### src/verilog/pd_fault_defines.svh
/*
 * Constants of the power domain fault status bank: register byte offsets,
 * field positions, widths and reset values.
 * Assumes a 12-bit byte address into one 4KB power domain region.
 */
`ifndef PD_FAULT_DEFINES_SVH
`define PD_FAULT_DEFINES_SVH

// ********************************************
// Bus geometry
// ********************************************
`define PDF_ADDR_W          12
`define PDF_DATA_W          32
`define PDF_WORD_SHIFT      2

// ********************************************
// Register byte offsets
// ********************************************
`define PDF_CHILD_INFO_OFS  12'h004
`define PDF_PTR_FIRST_OFS   12'h008
`define PDF_PTR_LAST_OFS    12'h8fc
`define PDF_EP_STATUS_OFS   12'h900
`define PDF_EP_MASK_OFS     12'h904
`define PDF_MON_STATUS_OFS  12'h908
`define PDF_MON_MASK_OFS    12'h90c
`define PDF_STL_STATUS_OFS  12'h910
`define PDF_STL_MASK_OFS    12'h914
`define PDF_HLD_STATUS_OFS  12'h918
`define PDF_HLD_MASK_OFS    12'h91c
`define PDF_ISO_STATUS_OFS  12'h920
`define PDF_ISO_MASK_OFS    12'h924

// ********************************************
// Fields
// ********************************************
`define PDF_COUNT_W         9
`define PDF_COUNT_LSB       16
`define PDF_ROLE_BIT        8
`define PDF_IDENT_W         8
`define PDF_IDENT_LSB       0
`define PDF_MASK_BIT        0
`define PDF_CAT_NUM         5
`define PDF_COUNT_ONE       9'h001
`define PDF_COUNT_ZERO      9'h000
`define PDF_WORD_ZERO       32'h0000_0000
`define PDF_MASK_RESET      5'h00

`endif

### src/verilog/pd_fault_pkg.sv
/*
 * Types shared by the fault status bank and its category tracker.
 * Assumes pd_fault_defines.svh is on the include path.
 */
`include "pd_fault_defines.svh"

package pd_fault_pkg;

    typedef enum logic [2:0] {
        cat_endpoint,
        cat_monitor,
        cat_stall,
        cat_held,
        cat_isolation
    } fault_cat_e;

    typedef struct packed {
        logic [`PDF_COUNT_W-1:0] count;
        logic                    held;
        logic                    role;
        logic [`PDF_IDENT_W-1:0] ident;
    } tracker_s;

    typedef struct packed {
        logic [`PDF_DATA_W-1:0]  rd_data;
        logic [`PDF_CAT_NUM-1:0] mask;
        logic [`PDF_CAT_NUM-1:0] domain_irq;
    } bank_s;

endpackage

### src/verilog/fault_category_tracker.sv
/*
 * One interrupt category: counts the interfaces raising it and keeps the
 * ident and role of the first one.
 * Assumes the interrupt lines are levels from logic on mclk.
 */
`timescale 1ns/1ps
`include "pd_fault_defines.svh"

module fault_category_tracker
    import pd_fault_pkg::*;
#(
    parameter int                    N_IF     = 16,
    parameter logic [N_IF*8-1:0]     IF_IDENT = '0,
    parameter logic [N_IF-1:0]       IF_ROLE  = '0
) (
    input  wire logic                    mclk,
    input  wire logic                    rst,
    input  wire logic                    ce,
    input  wire logic [N_IF-1:0]         irq_lines,
    output logic      [`PDF_COUNT_W-1:0] count,
    output logic                         first_role,
    output logic      [`PDF_IDENT_W-1:0] first_ident
);

    tracker_s st;
    tracker_s next_st;

    always_comb begin
        logic [`PDF_COUNT_W-1:0] tally;
        logic                    found;
        logic                    pick_role;
        logic [`PDF_IDENT_W-1:0] pick_ident;
        tally      = `PDF_COUNT_ZERO;
        found      = 1'b0;
        pick_role  = 1'b0;
        pick_ident = '0;
        next_st    = st;
        // Lowest index wins when several rise in the same cycle
        for (int i = 0; i < N_IF; i++) begin
            if (irq_lines[i]) begin
                tally = tally + `PDF_COUNT_ONE;
                if (!found) begin
                    found      = 1'b1;
                    pick_role  = IF_ROLE[i];
                    pick_ident = IF_IDENT[i*`PDF_IDENT_W +: `PDF_IDENT_W];
                end
            end
        end
        next_st.count = tally;
        if (tally == `PDF_COUNT_ZERO) begin
            next_st.held = 1'b0;
        end else if (!st.held) begin
            next_st.held  = 1'b1;
            next_st.role  = pick_role;
            next_st.ident = pick_ident;
        end
    end

    always_ff @(posedge mclk) begin
        if (rst) begin
            st <= '0;
        end else if (ce) begin
            st <= next_st;
        end
    end

    assign count       = st.count;
    assign first_role  = st.role;
    assign first_ident = st.ident;
endmodule // fault_category_tracker

### src/verilog/power_domain_fault_status_bank.sv
/*
 * Register bank of one power domain: clock domain count and region
 * pointers, plus count/role/ident summaries and masks for five interrupt
 * categories raised by the interfaces of the domain.
 * Assumes a plain same-clock register port with read data one cycle late,
 * a Secure qualifier beside each access, and interrupt levels on mclk.
 */
`timescale 1ns/1ps
`include "pd_fault_defines.svh"

module power_domain_fault_status_bank
    import pd_fault_pkg::*;
#(
    parameter int                        N_IF            = 16,
    parameter int                        CLK_DOMAINS     = 1,
    parameter logic [CLK_DOMAINS*32-1:0] CLK_PTRS        = '0,
    parameter logic [N_IF*8-1:0]         IF_IDENT        = '0,
    parameter logic [N_IF-1:0]           IF_ROLE         = '0,
    parameter bit                        MONITOR_PRESENT = 1'b1
) (
    input  wire logic                   mclk,
    input  wire logic                   rst,
    input  wire logic                   ce,
    input  wire logic [`PDF_ADDR_W-1:0] reg_addr,
    input  wire logic [`PDF_DATA_W-1:0] wr_data,
    input  wire logic                   wr_strobe,
    input  wire logic                   rd_strobe,
    input  wire logic                   reg_secure,
    input  wire logic [N_IF-1:0]        endpoint_irq,
    input  wire logic [N_IF-1:0]        monitor_irq,
    input  wire logic [N_IF-1:0]        stall_irq,
    input  wire logic [N_IF-1:0]        held_irq,
    input  wire logic [N_IF-1:0]        isolation_irq,
    output logic      [`PDF_DATA_W-1:0] rd_data,
    output logic [`PDF_CAT_NUM-1:0]     domain_irq
);

    // ********************************************
    // Category trackers
    // ********************************************
    logic [N_IF-1:0]         cat_lines [`PDF_CAT_NUM];
    logic [`PDF_COUNT_W-1:0] cat_count [`PDF_CAT_NUM];
    logic                    cat_role  [`PDF_CAT_NUM];
    logic [`PDF_IDENT_W-1:0] cat_ident [`PDF_CAT_NUM];

    always_comb begin
        cat_lines[cat_endpoint]  = endpoint_irq;
        cat_lines[cat_monitor]   = monitor_irq;
        cat_lines[cat_stall]     = stall_irq;
        cat_lines[cat_held]      = held_irq;
        cat_lines[cat_isolation] = isolation_irq;
    end

    genvar c;
    generate
        for (c = 0; c < `PDF_CAT_NUM; c++) begin : g_cat
            fault_category_tracker #(
                .N_IF     (N_IF),
                .IF_IDENT (IF_IDENT),
                .IF_ROLE  (IF_ROLE)
            ) u_tracker (
                .mclk        (mclk),
                .rst         (rst),
                .ce          (ce),
                .irq_lines   (cat_lines[c]),
                .count       (cat_count[c]),
                .first_role  (cat_role[c]),
                .first_ident (cat_ident[c])
            );
        end
    endgenerate

    // ********************************************
    // Helpers
    // ********************************************
    // Reserved bits are built as zero so a read never shows stale wiring
    function automatic logic [`PDF_DATA_W-1:0] summary_word(
        input logic [`PDF_COUNT_W-1:0] cnt,
        input logic                    role,
        input logic [`PDF_IDENT_W-1:0] ident
    );
        logic [`PDF_DATA_W-1:0] w;
        w = `PDF_WORD_ZERO;
        w[`PDF_COUNT_LSB +: `PDF_COUNT_W] = cnt;
        w[`PDF_ROLE_BIT]                  = role;
        w[`PDF_IDENT_LSB +: `PDF_IDENT_W] = ident;
        return w;
    endfunction

    // Maps a summary or mask offset to its category; ok is low elsewhere
    function automatic void decode_cat(
        input  logic [`PDF_ADDR_W-1:0] a,
        output logic                   ok,
        output logic                   is_mask,
        output fault_cat_e             cat
    );
        ok      = 1'b1;
        is_mask = 1'b0;
        cat     = cat_endpoint;
        unique case (a)
            `PDF_EP_STATUS_OFS:  cat = cat_endpoint;
            `PDF_EP_MASK_OFS: begin
                cat     = cat_endpoint;
                is_mask = 1'b1;
            end
            `PDF_MON_STATUS_OFS: cat = cat_monitor;
            `PDF_MON_MASK_OFS: begin
                cat     = cat_monitor;
                is_mask = 1'b1;
            end
            `PDF_STL_STATUS_OFS: cat = cat_stall;
            `PDF_STL_MASK_OFS: begin
                cat     = cat_stall;
                is_mask = 1'b1;
            end
            `PDF_HLD_STATUS_OFS: cat = cat_held;
            `PDF_HLD_MASK_OFS: begin
                cat     = cat_held;
                is_mask = 1'b1;
            end
            `PDF_ISO_STATUS_OFS: cat = cat_isolation;
            `PDF_ISO_MASK_OFS: begin
                cat     = cat_isolation;
                is_mask = 1'b1;
            end
            default:             ok = 1'b0;
        endcase
    endfunction

    // ********************************************
    // Register state
    // ********************************************
    bank_s st;
    bank_s next_st;

    logic [`PDF_ADDR_W-1:0] ptr_index;
    assign ptr_index = (reg_addr - `PDF_PTR_FIRST_OFS) >> `PDF_WORD_SHIFT;

    always_comb begin
        logic       hit;
        logic       is_mask;
        logic       reachable;
        fault_cat_e cat;
        hit       = 1'b0;
        is_mask   = 1'b0;
        reachable = 1'b0;
        cat       = cat_endpoint;
        next_st   = st;
        decode_cat(reg_addr, hit, is_mask, cat);
        // Only the endpoint category exists without monitoring
        reachable = hit && reg_secure
                    && (MONITOR_PRESENT || cat == cat_endpoint);

        // Read data stand one cycle only; unmapped and refused read zero
        next_st.rd_data = `PDF_WORD_ZERO;
        if (rd_strobe) begin
            if (reg_addr == `PDF_CHILD_INFO_OFS) begin
                next_st.rd_data = `PDF_DATA_W'(CLK_DOMAINS);
            end else if (reg_addr >= `PDF_PTR_FIRST_OFS
                         && reg_addr <= `PDF_PTR_LAST_OFS) begin
                if (32'(ptr_index) < CLK_DOMAINS) begin
                    next_st.rd_data = CLK_PTRS[32'(ptr_index)*32 +: 32];
                end
            end else if (reachable && is_mask) begin
                next_st.rd_data[`PDF_MASK_BIT] = st.mask[cat];
            end else if (reachable) begin
                next_st.rd_data = summary_word(cat_count[cat],
                                               cat_role[cat],
                                               cat_ident[cat]);
            end
        end

        // Reserved write bits are dropped, only bit 0 is kept
        if (wr_strobe && reachable && is_mask) begin
            next_st.mask[cat] = wr_data[`PDF_MASK_BIT];
        end

        // Per category line: raised while any interface asserts, unmasked, and the category is present (endpoint only without monitoring)
        for (int k = 0; k < `PDF_CAT_NUM; k++) begin
            next_st.domain_irq[k] = (cat_count[k] != `PDF_COUNT_ZERO)
                                    && !st.mask[k]
                                    && (MONITOR_PRESENT || k == int'(cat_endpoint));
        end
    end

    always_ff @(posedge mclk) begin
        if (rst) begin
            st.rd_data    <= `PDF_WORD_ZERO;
            st.mask       <= `PDF_MASK_RESET;
            st.domain_irq <= `PDF_MASK_RESET;
        end else if (ce) begin
            st <= next_st;
        end
    end

    assign rd_data    = st.rd_data;
    assign domain_irq = st.domain_irq;
endmodule // power_domain_fault_status_bank
### config.mk
export PLATFORM = sky130hd
export DESIGN_NAME = power_domain_fault_status_bank
export DESIGN_NICKNAME = d
export VERILOG_FILES = /design/src/verilog/pd_fault_pkg.sv /design/src/verilog/fault_category_tracker.sv /design/src/verilog/power_domain_fault_status_bank.sv
export VERILOG_INCLUDE_DIRS = /design/src /design/src/verilog
export SDC_FILE = /design/constraint.sdc
export NUM_CORES = 1
export LEC_CHECK = 0
export BUFFER_PORTS_ARGS = -buffer_cell sky130_fd_sc_hd__clkbuf_2
export CAP_MARGIN = 15
export CORE_MARGIN = 5
export CORE_UTILIZATION = 65
export DETAILED_ROUTE_END_ITERATION = 6
export PLACE_DENSITY = 0.88
export SYNTH_ARGS = -nofsm -noshare
export SYNTH_HDL_FRONTEND = slang
export SYNTH_SLANG_ARGS = --single-unit
### constraint.sdc
create_clock -name mclk -period 15 [get_ports mclk]
set_clock_uncertainty 0.2 [all_clocks]
set_input_delay 2.25 -clock mclk [delete_from_list [all_inputs] [get_ports mclk]]
set_output_delay 2.25 -clock mclk [all_outputs]
set_load 0.03 [all_outputs]
# Word level (Yosys, flattened, before mapping)
# Memory sizes are Yosys's and may differ from the RTL's.
# Index checks and enable logic that the tools add are counted.
[word_totals]
regBits = 87
romBits = 72
out_inout_bits = 37
elab_cells = 235
n_memories = 2
[memory_table]
columns = ["name", "words", "word_bits", "read_ports", "rd_ports_with_merged_regs", "wr", "line_no", "source"]
rows = [
  ["(name not given)", 8, 8, 1, 0, 0, "power_domain_fault_status_bank.sv:169", "cat_ident[cat]);"],
  ["(name not given)", 8, 1, 1, 0, 0, "power_domain_fault_status_bank.sv:168", "cat_role[cat],"],
]
[classes]
n_addsub = 76
magnitude_cmp = 6
n_eq_ne = 11
shifts = 1
mux = 102
bitwise = 1
n_reduce_logical = 28
[ops]
columns = ["operator", "n"]
rows = [
  ["$mux W9", 77],
  ["$add A9 B1 Y9 const B", 70],
  ["$mux W32", 4],
  ["$eq A12 B12 Y1 const B", 10],
  ["$reduce_bool A9 Y1", 5],
  ["$shiftx A32 B16 Y32 const A", 1],
  ["$mux W31", 1],
  ["$bmux W9 S3", 1],
  ["$mux W25", 1],
  ["$mux W8", 2],
  ["$eq A12 B3 Y1 const B", 1],
  ["$ge A12 B4 Y1 const B", 1],
  ["$le A12 B12 Y1 const B", 1],
  ["$mux W1", 12],
  ["$pmux W3 S4", 1],
  ["$sub A12 B4 Y12 const B", 1],
  ["$logic_and A1 B1 Y1", 11],
  ["$add A1 B1 Y2 const B", 5],
  ["$lt A10 B1 Y1 const B", 1],
  ["$reduce_or A10 Y1", 1],
  ["$reduce_or A2 Y1", 4],
  ["$bwmux W5", 1],
  ["$logic_not A1 Y1", 5],
  ["$reduce_or A5 Y1", 1],
  ["other kinds (7)", 7],
]

# Depth between registers and ports, before layout
# Gate-level depths: netlist (run 1).
[logic_depth]
ltp_word = 31
depth_mapped = 50
depth_no_buf = 50

# Cells and area by module
# From an unflattened synthesis (run 1), not the netlist that was laid out.
[unflattened]
hier_cells = 1985
hier_area_um2 = 15997.8
[modules_own_cells]
columns = ["mod", "instances", "cells_each", "area_per_inst_um2"]
rows = [
  ["fault_category_tracker", 5, 340, 2760.1],
  ["power_domain_fault_status_bank", 1, 285, 2197.1],
]

# Worst setup path before layout (run 1)
# Ideal clock, no wire load.
[synth_path]
path_type = "input-to-reg"
startpoint = "input port stall_irq[0]"
endpoint = "register g_cat[2].u_tracker.st, in the netlist g_cat[2].u_tracker.count[6]"
setup_time_ps = 74
arrival_time_ps = 10692
required_ps = 14726
path_slack_ps = 4034
stages = 48
path_buffers = 1
cell_sequence = "inv_1 -> ha_1 -> buf_2 -> xnor2_1 -> mux2_2 -> ha_1 -> nand2_1 -> o21ai_0 -> or2_2 -> ha_1 -> nand2_1 -> nand2_1 -> ha_1 -> inv_1 -> a21oi_1 -> o21ai_1 -> nand2_1 -> ha_1 -> [... 12 more ...] -> nand2b_1 -> o31a_1 -> o21ai_0 -> inv_1 -> ha_1 -> nand2_1 -> o21ai_0 -> ha_1 -> mux2_2 -> ha_1 -> mux2_2 -> ha_1 -> mux2_2 -> ha_1 -> nand4_1 -> nor2b_1 -> a211o_1 -> a31oi_1"
[synth_between]
elab_chain_len = 31
[synth_rtl]
columns = ["element", "line_no", "source"]
rows = [
  ["start, declared", "power_domain_fault_status_bank.sv:31", "input wire logic [N_IF-1:0] stall_irq,"],
  ["$mux W1 *", "fault_category_tracker.sv:40", "if (irq_lines[i]) begin"],
  ["$add A1 B1 Y2 (no line)", "n/a", ""],
  ["$mux W9 *", "fault_category_tracker.sv:40", ""],
  ["$add A9 B1 Y9 (no line)", "n/a", ""],
  ["$mux W9 *", "fault_category_tracker.sv:40", ""],
  ["$add A9 B1 Y9 (no line)", "n/a", ""],
  ["$mux W9 *", "fault_category_tracker.sv:40", ""],
  ["$add A9 B1 Y9 (no line)", "n/a", ""],
  ["[... 15 more ...]", "n/a", ""],
  ["$add A9 B1 Y9 (no line)", "n/a", ""],
  ["$mux W9 *", "fault_category_tracker.sv:40", ""],
  ["$add A9 B1 Y9 (no line)", "n/a", ""],
  ["$mux W9 *", "fault_category_tracker.sv:40", ""],
  ["$add A9 B1 Y9 (no line)", "n/a", ""],
  ["$mux W9 *", "fault_category_tracker.sv:40", ""],
  ["$add A9 B1 Y9 (no line)", "n/a", ""],
  ["$mux W9 *", "fault_category_tracker.sv:40", ""],
  ["end signal, assigned", "fault_category_tracker.sv:63", "st <= next_st;"],
  ["end, declared", "fault_category_tracker.sv:25", "tracker_s st;"],
]
# Mark *: on every way between the ends. The rest lies on a longest branch, timed or not.
# A chain may end at the register's enable or synchronous reset.

# Final worst setup path (run 1)
# Ends and elaborated chain as after synthesis.

==> impl_summary.log, run 1 <==
[metrics] clock network fraction of total power: 0.082
[metrics] die area: 0.0223 mm²
[metrics] RSZ-0062 raised after global routing: false
[metrics] Slew Limit Headroom: 0.443
[metrics] reg-to-reg critical path startpoint: g_cat[0].u_tracker.count[2]
[metrics] fmax: 84.5 MHz
[metrics] register-to-register setup slack: 13.54 ns
[metrics] source of the critical timing path: stall_irq[0]
[metrics] data arrival time of the worst path: 11.90 ns
[metrics] WHS Path Cells: 2
[metrics] H-Tree Level Count: 3
[metrics] dominant combinational cell family by area after synthesis: simple AND/OR/NAND/NOR gates
[metrics] cell area after placement: 0.0130 mm²
[metrics] fin area: 0.0133 mm²
[metrics] crit path capture type: flip-flop
[metrics] async set-reset flop share out of synthesis: 0
[metrics] number of top-level pins: 167
[metrics] most common cell after layout, fill and taps aside: nand2_1
[metrics] detailed-routing iteration count for the pre-antenna-repair pass: 5
[metrics] Internal Dissipation: 0.00125 W
[metrics] Pins Over Slew Limit: 0
[metrics] maximum number of pins on one net before global-route repair: 56
[metrics] Core Rows: 51
[metrics] total global routing overflow: 0
[metrics] number of buffers inserted to repair setup after CTS: 0
[metrics] effective utilization at floorplan: 0.654
[metrics] P per Cell Area: 189 mW/mm²
[metrics] Hold Buf Count CTS: 0
[metrics] number of enable flip-flop cells after synthesis: 0
[metrics] run status: completed
[metrics] Net count, final: 1893
[metrics] worst ir drop on vdd: 0.0984 mV
[metrics] commonest cells after routing, fill and taps aside: nand2_1, nor2_1, xnor2_1
[metrics] adder-cell share of the synthesized area: 0.0883
[metrics] clock buffer depth: 2
[metrics] clock net sink count: 65
[metrics] CP max stage delay: 0.61 ns
[metrics] DPL Wire Length: 21800 µm
[metrics] post-route worst hold slack: 0.272 ns
[metrics] vias in the first global route: 10681
[metrics] synthesized-area fraction occupied by ao, oa, aoi and oai cells: 0.192
[metrics] count of routing violations after the opening detailed-route iteration: 798
[metrics] capture point of the worst reg-to-reg path: rd_data[18]
[metrics] Worst Hold Launch: rd_data[0]
[metrics] yosys synthesis warning count: 0
[metrics] count of final hold-check violations: 0
[metrics] Worst Path Max Fanout: 11
[metrics] top flip-flop cell by instance count after synthesis: dfxtp_1
[metrics] class of the tightest hold or removal check: flip-flop to flip-flop
[metrics] CP startpoint kind: primary input
[metrics] average routed wire per standard cell: 14.0 µm
[metrics] Worst EP required: 15.06 ns
[metrics] Antenna Nets Post-Route: 0
[metrics] average via count per standard cell: 5.97
[metrics] number of distinct standard cells referenced by the synthesized netlist: 112
[metrics] CTS Root Cell: clkbuf_16
[metrics] Sw Pwr: 0.00127 W
[metrics] relative contribution of sequential cells to total power: 0.092
[metrics] chip width: 149 µm
[metrics] fraction of synthesized area in multiplexers: 0.0500
[metrics] reg2reg path depth: 4
[metrics] post-synthesis instance total: 1640
[metrics] static leakage power: 5.70 nW
[metrics] startpoint-to-endpoint class of the critical path: primary input to flip-flop
[metrics] clock latency on the worst-skew pair: 0.33 ns
[metrics] minimum clock period: 11.84 ns
[metrics] share of synthesized area occupied by flip-flops and latches: 0.103
[metrics] DRT Wirelength: 27300 µm
[metrics] DR DRC count: 0
[metrics] layout filler cell count: 1606
[metrics] vias after detailed routing: 11631
[metrics] total routing usage reported by global routing: 0.237
[metrics] cell with the most instances on the worst path: ha_1
[metrics] endpoint of the worst hold-timing path: rd_data[0]
[metrics] xor/xnor cell area share of the yosys netlist: 0.245
[metrics] Fin Setup TNS: 0 ns
[metrics] Synth Register Bits: 65
[metrics] wire length of the first global-routing pass: 46400 µm
[metrics] CTS tree: yes
[metrics] ratio of cells with drive above 1 in the final layout: 0.128
[metrics] share of the cycle needed by the critical path after routing: 0.789
[metrics] Routability Congestion: 0.882
[metrics] Simple-Gate Fraction of Synth Area: 0.254
[metrics] overall die height: 149 µm
[metrics] post-synthesis area per instance: 7.69 µm²
[metrics] number of antenna violations at the first check in global routing: 1
[metrics] actual slew at the worst max-slew pin: 0.827 ns
[metrics] number of max-capacitance violations reported: 0
[metrics] area growth from synthesis to layout: 5.74%
[metrics] endpoints failing setup: 0
[metrics] proportion of total power due to net switching: 0.504
[metrics] Num CTS Buffers: 9
[metrics] Placeable Area: 0.0193 mm²
[metrics] Port Buffer Count: 113
[metrics] Critical Path Slowest Stage Cell: xor3_2
[metrics] post-CTS resize count: 0
[metrics] share of power burned in combinational logic: 0.827
[metrics] Post-Syn Area: 0.0126 mm²
[metrics] register clock-pin slew on the reported worst setup and hold paths: 0.05 ns
[kinds of logic (layout without fill, tap and decap cells)]
kind of cell,Yosys count,after routing
DFF,65,65
muxes,61,61
adders and majority gates,90,90
buffers and inverters,182,204
other,1,23
and+or+nand+nor,631,631
xor gates and xnor gates,262,262
AOI/OAI and AO/OA,348,348
[metal layers]
layer,global-route usage,share of wire
met4,0.0412,0.010
met1,0.309,0.46
met5,0,0.00040
met2,0.425,0.48
met3,0.0301,0.050
[how the worst max path moves through the flow]
stage	to	slack (ns)	cells after the start
finish	g_cat[2].u_tracker.count[6]	3.16	47
global route	g_cat[2].u_tracker.count[5]	2.62	48
CTS	g_cat[2].u_tracker.count[6]	3.23	47
detailed placement	g_cat[2].u_tracker.count[6]	2.93	47
global placement	g_cat[2].u_tracker.count[6]	3.21	47
floorplan	g_cat[2].u_tracker.count[6]	4.03	48
[power by group through the flow]
| stage | sequential [W] | clock (W) | combinational [W] |
|---|---|---|---|
| after floorplan | 0.000224 | 0 | 0.00175 |
| after global placement | 0.000232 | 0 | 0.00198 |
| after detailed placement | 0.000233 | 0 | 0.00206 |
| after CTS | 0.000230 | 0.000207 | 0.00208 |
| after global routing | 0.000234 | 0.000214 | 0.00233 |
| final | 0.000231 | 0.000206 | 0.00208 |
[flip-flops by register name, indices dropped and copies added, names as in the netlist]
name	flops
g_cat.u_tracker.count	45
st	5
domain_irq	5
rd_data	10
[stage by stage]
step	total power, W	util	setup slack [ns]	instances
2_1_floorplan	0.00197	-	4.03	1661
3_3_place_gp	0.00221	0.676	3.21	1931
3_5_place_dp	0.00229	0.676	2.93	1931
4_1_cts	0.00252	0.692	3.23	1947
5_1_grt	0.00278	0.692	2.62	1948
6_report	0.00252	0.692	3.16	1949
[synthesized netlist by cell type (19+ instances only)]
cell,number,area share
nand2_1,179,0.053
nor2_1,136,0.040
xnor2_1,132,0.092
ha_1,85,0.084
o21ai_0,70,0.028
xor2_1,69,0.048
inv_1,68,0.020
dfxtp_1,65,0.10
a21oi_1,56,0.022
nand3_1,55,0.022
clkbuf_1,53,0.016
mux2i_1,45,0.036
buf_4,38,0.023
and2_1,34,0.017
nor3_1,28,0.011
o22ai_1,28,0.014
nor4_1,27,0.013
nand2b_1,23,0.011
nand4_1,23,0.011
xnor3_1,23,0.041
nor2b_1,20,0.0099
o211ai_1,19,0.011
[critical path: cells and delay by family]
family / cells / cell delay [ns]
adders and majority gates: 13 / 4.06
xor gates and xnor gates: 1 / 0.61
AOI/OAI and AO/OA: 11 / 1.67
buffers and inverters: 5 / 0.41
and+or+nand+nor: 14 / 2.02
muxes: 3 / 0.86
[layout make-up]
type                    count  area (µm²)  share of cell area
diodes                      1        2.50            0.000188
clock buffers              11         243              0.0182
clock inverters             5        55.1             0.00413
inverters                  71         269              0.0202
multi-input cells        1414       10500               0.790
flip-flops and latches     65        1300              0.0976
well taps                 265         332              0.0249
repair buffers            117         593              0.0445
(Power assumes the default switching activity.)
==> inputs of run 2 (changes only) <==
- ABC_AREA: default -> 1
- CORE_UTILIZATION: 65 -> 55
- PLACE_DENSITY: 0.88 -> 0.79
- clock period: 15 -> 10.05 ns (I/O delays scaled with it)
==> run 2 against run 1 <==
  * Count of clock-buffer cells in the layout up 3
  * Largest power group unchanged
  * Critical path depth increased by 6
  * Register-to-register slack worse by 5.0 ns
==> impl_summary.log, run 2 <==
[metrics] class of the tightest hold or removal check: flip-flop to flip-flop
[metrics] fraction of post-synthesis cell area in the top cell type by area: 0.202
[metrics] Antenna Nets Post-Route: 0
[metrics] RSZ-0062 raised after global routing: false
[metrics] Hold Buf Count CTS: 0
[metrics] CTS tree: yes
[metrics] number of antenna violations at the first check in global routing: 0
[metrics] Num CTS Buffers: 9
[metrics] run status: completed
[metrics] effective utilization at floorplan: 0.559
[metrics] Fin Setup TNS: 0 ns
[metrics] fmax: 107 MHz
[metrics] async set-reset flop share out of synthesis: 0
[metrics] cell with the most instances on the worst path: nand2_1
[metrics] average via count per standard cell: 5.04
[metrics] commonest cells after routing, fill and taps aside: nand2_1, inv_1, nand3_1
[metrics] number of cells after detailed placement: 2733
[metrics] CP max stage delay: 0.34 ns
[metrics] detailed-routing iteration count for the pre-antenna-repair pass: 6
[metrics] P per Cell Area: 128 mW/mm²
[metrics] maximum number of pins on one net before global-route repair: 76
[metrics] clock latency on the worst-skew pair: 0.33 ns
[metrics] total global routing overflow: 0
[metrics] Worst Hold Launch: rd_data[16]
[metrics] number of enable flip-flop cells after synthesis: 0
[metrics] reg-to-reg critical path startpoint: st[9]
[metrics] wire length of the first global-routing pass: 50600 µm
[metrics] number of distinct standard cells referenced by the synthesized netlist: 49
[metrics] DPL Wire Length: 23900 µm
[metrics] library cell occupying the most area in the post-synthesis netlist: nand2_1
[metrics] Core Rows: 56
[metrics] CP startpoint kind: primary input
[metrics] most common cell in the netlist: nand2_1
[metrics] diode count: 0
[metrics] minimum clock period: 9.30 ns
[metrics] clock buffer depth: 2
[metrics] startpoint-to-endpoint class of the critical path: primary input to flip-flop
[metrics] number of max-capacitance violations reported: 0
[metrics] most common cell after layout, fill and taps aside: nand2_1
[metrics] Port Buffer Count: 113
[metrics] die area: 0.0270 mm²
[metrics] static leakage power: 7.88 nW
[metrics] Net count, final: 2640
[metrics] vias after detailed routing: 13857
[metrics] Slew Limit Headroom: 0.407
[metrics] post-synthesis area per instance: 5.62 µm²
[metrics] endpoints failing setup: 0
[metrics] number of top-level pins: 167
[metrics] DR DRC count: 0
[metrics] Placeable Area: 0.0235 mm²
[metrics] total routing usage reported by global routing: 0.208
[metrics] number of flip-flops under the largest register name: 45
[metrics] reg2reg path depth: 6
[metrics] chip width: 164 µm
[metrics] number of non-filler instances in the completed layout: 2749
[metrics] share of the cycle needed by the critical path after routing: 0.926
[metrics] DRT Wirelength: 27800 µm
[metrics] actual slew at the worst max-slew pin: 0.882 ns
[metrics] number of buffers inserted to repair setup after CTS: 0
[metrics] final design utilization: 0.601
[metrics] flip-flop and latch area: 0.00130 mm²
[metrics] worst ir drop on vdd: 0.0950 mV
[metrics] WHS Path Cells: 2
[metrics] top flip-flop cell by instance count after synthesis: dfxtp_1
[metrics] most frequent cells after synthesis: nand2_1, inv_1, nand3_1
[metrics] Routability Congestion: 0.920
[metrics] area growth from synthesis to layout: 7.53%
[metrics] average routed wire per standard cell: 10.1 µm
[metrics] count of routing violations after the opening detailed-route iteration: 543
[metrics] post-CTS resize count: 0
[metrics] Worst EP required: 10.04 ns
[metrics] Synth Register Bits: 65
[metrics] H-Tree Level Count: 3
[metrics] clock net sink count: 65
[metrics] share of synthesized area occupied by flip-flops and latches: 0.0992
[metrics] overall die height: 164 µm
[metrics] data arrival time of the worst path: 9.30 ns
[metrics] post-synthesis instance total: 2335
[metrics] crit path capture type: flip-flop
[metrics] Post-Syn Area: 0.0131 mm²
[metrics] layout filler cell count: 2381
[metrics] Worst Path Max Fanout: 4
[metrics] vias in the first global route: 12799
[metrics] register clock-pin slew on the reported worst setup and hold paths: 0.05 ns
[metrics] count of final hold-check violations: 0
[metrics] source of the critical timing path: endpoint_irq[0]
[metrics] largest cells by area after synthesis: nand2_1, dfxtp_1, inv_1
[metrics] Pins Over Slew Limit: 0
[metrics] yosys synthesis warning count: 0
[metrics] multi-input gate area in the final layout: 0.0101 mm²
[metrics] Critical Path Slowest Stage Cell: ha_1
[metrics] CTS Root Cell: clkbuf_16
[metrics] ratio of cells with drive above 1 in the final layout: 0.210
==> run 2: logic make-up (layout without fill, tap and decap cells) <==
family | count (synthesis) | in the layout | synth area share
xor gates and xnor gates | 18 | 18 | 0.0120
adders and majority gates | 85 | 85 | 0.0811
buffers and inverters | 428 | 502 | 0.135
DFF | 65 | 65 | 0.0992
other | 1 | 22 | 0.000286
and+or+nand+nor | 1557 | 1557 | 0.595
AOI/OAI and AO/OA | 181 | 181 | 0.0771
==> run 2: worst paths after layout <==
kind,to,slack [ns]
worst min-delay path,rd_data[16],0.26
worst max register to register,rd_data[0],8.57
worst max-delay path,g_cat[0].u_tracker.count[6],0.75
worst min register to register,rd_data[16],0.26
==> run 2: cell type report <==
type | instances | share of cell area
clock buffer | 14 | 0.0194
clock inverter | 2 | 0.00248
inverter | 372 | 0.0990
multi-input combinational | 1863 | 0.718
sequential | 65 | 0.0923
tap | 319 | 0.0283
timing repair buffer | 114 | 0.0406
==> run 2: critical path, delay by kind of cell <==
kind            cells  cell delay (ns)
compound gates      3             0.43
fa+ha+maj          13             3.76
buf+inv             6             0.44
simple gates       31             3.16
==> run 2: layer usage <==
layer  GRT usage  routed length, µm  vias to the layer above
li1            -                  -                     7543
met2       0.397              13800                      176
met1       0.254              12700                     6121
met5           0                  0                        -
met4      0.0261                192                        0
met3      0.0272               1090                       17
==> run 2: where the power goes <==
| part | leakage (nW) | total, W | switching, W | internal (W) |
|---|---|---|---|---|
| Combinational | 7.19 | 0.00118 | 0.000779 | 0.000403 |
| Clock | 0.153 | 0.000317 | 0.000105 | 0.000212 |
| Sequential | 0.533 | 0.000300 | 0.0000195 | 0.000280 |
==> run 2: through the flow <==
stage	total power [W]	cell area [µm²]	hold WS, ns	worst slack [ns]
after detailed placement	0.00149	13800	0.249	0.338
final	0.00180	14100	0.261	0.747
after floorplan	0.00129	13200	0.224	1.18
after global routing	0.00201	14100	0.278	0.00667
after global placement	0.00144	13800	0.242	0.541
after CTS	0.00181	14100	0.258	0.667
==> inputs of run 3 (changes only) <==
- CORE_UTILIZATION: 55 -> 25
- PLACE_DENSITY: 0.79 -> default
==> run 3 against run 2 <==
  * Utilization is 32 points lower
  * Clock power barely moved
  * Die area is 110% higher
  * Fmax down 0.12%
  * Largest cell class unchanged
  * Total power down 0.34%
  * Sequential cell count is the same
  * Final area increased by 3.2%
  * Final cell count increased by 13%
==> impl_summary.log, run 3 (synthesis gave the netlist of run 2 again) <==
[metrics] number of top-level pins: 167
[metrics] die area: 0.0571 mm²
[metrics] Net count, final: 2640
[metrics] fmax: 107 MHz
[metrics] Port Buffer Count: 113
[metrics] DR DRC count: 0
[metrics] Core Rows: 84
[metrics] worst ir drop on vdd: 0.0851 mV
[metrics] minimum clock period: 9.31 ns
[metrics] data arrival time of the worst path: 9.30 ns
[metrics] routed metal-1 wire length: 15100 µm
[metrics] run status: completed
[metrics] minimum setup slack after placement: 0.361 ns
[metrics] DRT Wirelength: 30300 µm
[metrics] chip width: 239 µm
[metrics] layout filler cell count: 5970
[metrics] clock net sink count: 65
[metrics] maximum number of pins on one net before global-route repair: 76
[metrics] Pins Over Slew Limit: 0
[metrics] area growth from synthesis to layout: 11.0%
[metrics] Num CTS Buffers: 9
[metrics] Critical Path Slowest Stage Cell: ha_1
[metrics] vias after detailed routing: 13432
[metrics] endpoints failing setup: 0
[metrics] kind of cell adding the most delay to the critical path: adder cells
[metrics] average routed wire per standard cell: 9.72 µm
[metrics] most common cell after layout, fill and taps aside: nand2_1
[metrics] count of final hold-check violations: 0
[metrics] clock buffer depth: 2
[metrics] DPL Wire Length: 26200 µm
[metrics] number of flip-flops under the largest register name: 45
[metrics] commonest cells after routing, fill and taps aside: nand2_1, inv_1, nand3_1
[metrics] total routing usage reported by global routing: 0.106
[metrics] P per Cell Area: 123 mW/mm²
[metrics] total global routing overflow: 0
[metrics] Placeable Area: 0.0522 mm²
[metrics] number of antenna violations at the first check in global routing: 3
[metrics] number of buffers inserted to repair setup after CTS: 0
[metrics] count of routing violations after the opening detailed-route iteration: 537
[metrics] detailed-routing iteration count for the pre-antenna-repair pass: 5
[metrics] cell with the most instances on the worst path: nand2_1
[metrics] Fin Setup TNS: 0 ns
[metrics] share of the cycle needed by the critical path after routing: 0.927
[metrics] met3 WL post-DR: 794 µm
[metrics] startpoint-to-endpoint class of the critical path: primary input to flip-flop
[metrics] RSZ-0062 raised after global routing: false
[metrics] register clock-pin slew on the reported worst setup and hold paths: 0.06 ns
[metrics] Routability Congestion: 0.852
[metrics] top layer in use: met5
[metrics] Antenna Nets Post-Route: 0
[metrics] Worst Setup Slack, final: 0.735 ns
[metrics] wire length of the first global-routing pass: 54300 µm
[metrics] CP bufs+invs: 6
[metrics] number of max-capacitance violations reported: 0
[metrics] average via count per standard cell: 4.31
[metrics] crit path capture type: flip-flop
[metrics] Hold Buf Count CTS: 0
[metrics] CP startpoint kind: primary input
[metrics] clock latency on the worst-skew pair: 0.33 ns
[metrics] post-CTS resize count: 0
[metrics] vias in the first global route: 12654
[metrics] effective utilization at floorplan: 0.251
[metrics] routed length on met2: 14100 µm
[metrics] CTS Root Cell: clkbuf_16
[metrics] ratio of cells with drive above 1 in the final layout: 0.211
[metrics] Slew Limit Headroom: 0.335
[metrics] actual slew at the worst max-slew pin: 0.997 ns
[metrics] static leakage power: 7.88 nW
[metrics] Worst EP required: 10.04 ns
[metrics] Worst Path Max Fanout: 4
[metrics] overall die height: 239 µm
[metrics] H-Tree Level Count: 3
[metrics] CP max stage delay: 0.35 ns
[metrics] CTS tree: yes
[metrics] class of the tightest hold or removal check: flip-flop to flip-flop
run 3: worst reg2reg max path, stage by stage (launching register included):
cell	delay [ns]
dfxtp_1	0.32
inv_1	0.07
o21ai_0	0.32
o21ai_0	0.15
nor2_1	0.12
o211ai_1	0.11
a21oi_1	0.19
run 3: final timing paths:
| check | from | end | slack [ns] | depth (start not counted) |
|---|---|---|---|---|
| setup / recovery | endpoint_irq[0] | g_cat[0].u_tracker.count[6] | 0.74 | 53 |
| hold / removal | g_cat[2].u_tracker.count[8] | g_cat[2].u_tracker.count[8] | 0.25 | 2 |
| hold reg to reg | g_cat[2].u_tracker.count[8] | g_cat[2].u_tracker.count[8] | 0.25 | 2 |
| setup reg to reg | g_cat[4].u_tracker.count[0] | rd_data[16] | 8.50 | 6 |
run 3: final cells by class:
type | instances | area, µm² | area share
Clock inverter | 7 | 77.6 | 0.00533
Timing Repair Buffer | 114 | 573 | 0.0394
Inverter | 372 | 1400 | 0.0959
Tap cell | 688 | 861 | 0.0591
Antenna cell | 1 | 2.50 | 0.000172
Clock buffer | 9 | 225 | 0.0155
Sequential cell | 65 | 1300 | 0.0894
Multi-Input combinational cell | 1863 | 10100 | 0.695
run 3: report_power, final:
part / total (W) / switching, W / internal, W / leakage (nW)
Sequential: 0.000300 / 0.0000197 / 0.000280 / 0.533
Combinational: 0.00118 / 0.000777 / 0.000401 / 7.19
Clock: 0.000316 / 0.000121 / 0.000194 / 0.152
Total: 0.00179 / 0.000918 / 0.000875 / 7.88
run 3: stage by stage:
stage               cell area, µm²  std cells  utilization  total power [W]  hold slack [ns]
floorplan                    13200       2356            -          0.00129            0.224
global placement             14200       3102        0.273          0.00148            0.243
detailed placement           14200       3102        0.273          0.00149            0.244
CTS                          14600       3118        0.279          0.00181            0.253
global route                 14600       3119        0.279          0.00201            0.276
finish                       14600       3119        0.279          0.00179            0.253
run 3: routing by layer:
layer,vias up,track usage
li1,7538,-
met1,5741,0.141
met2,125,0.191
met3,24,0.0104
met4,4,0.0161
met5,-,0
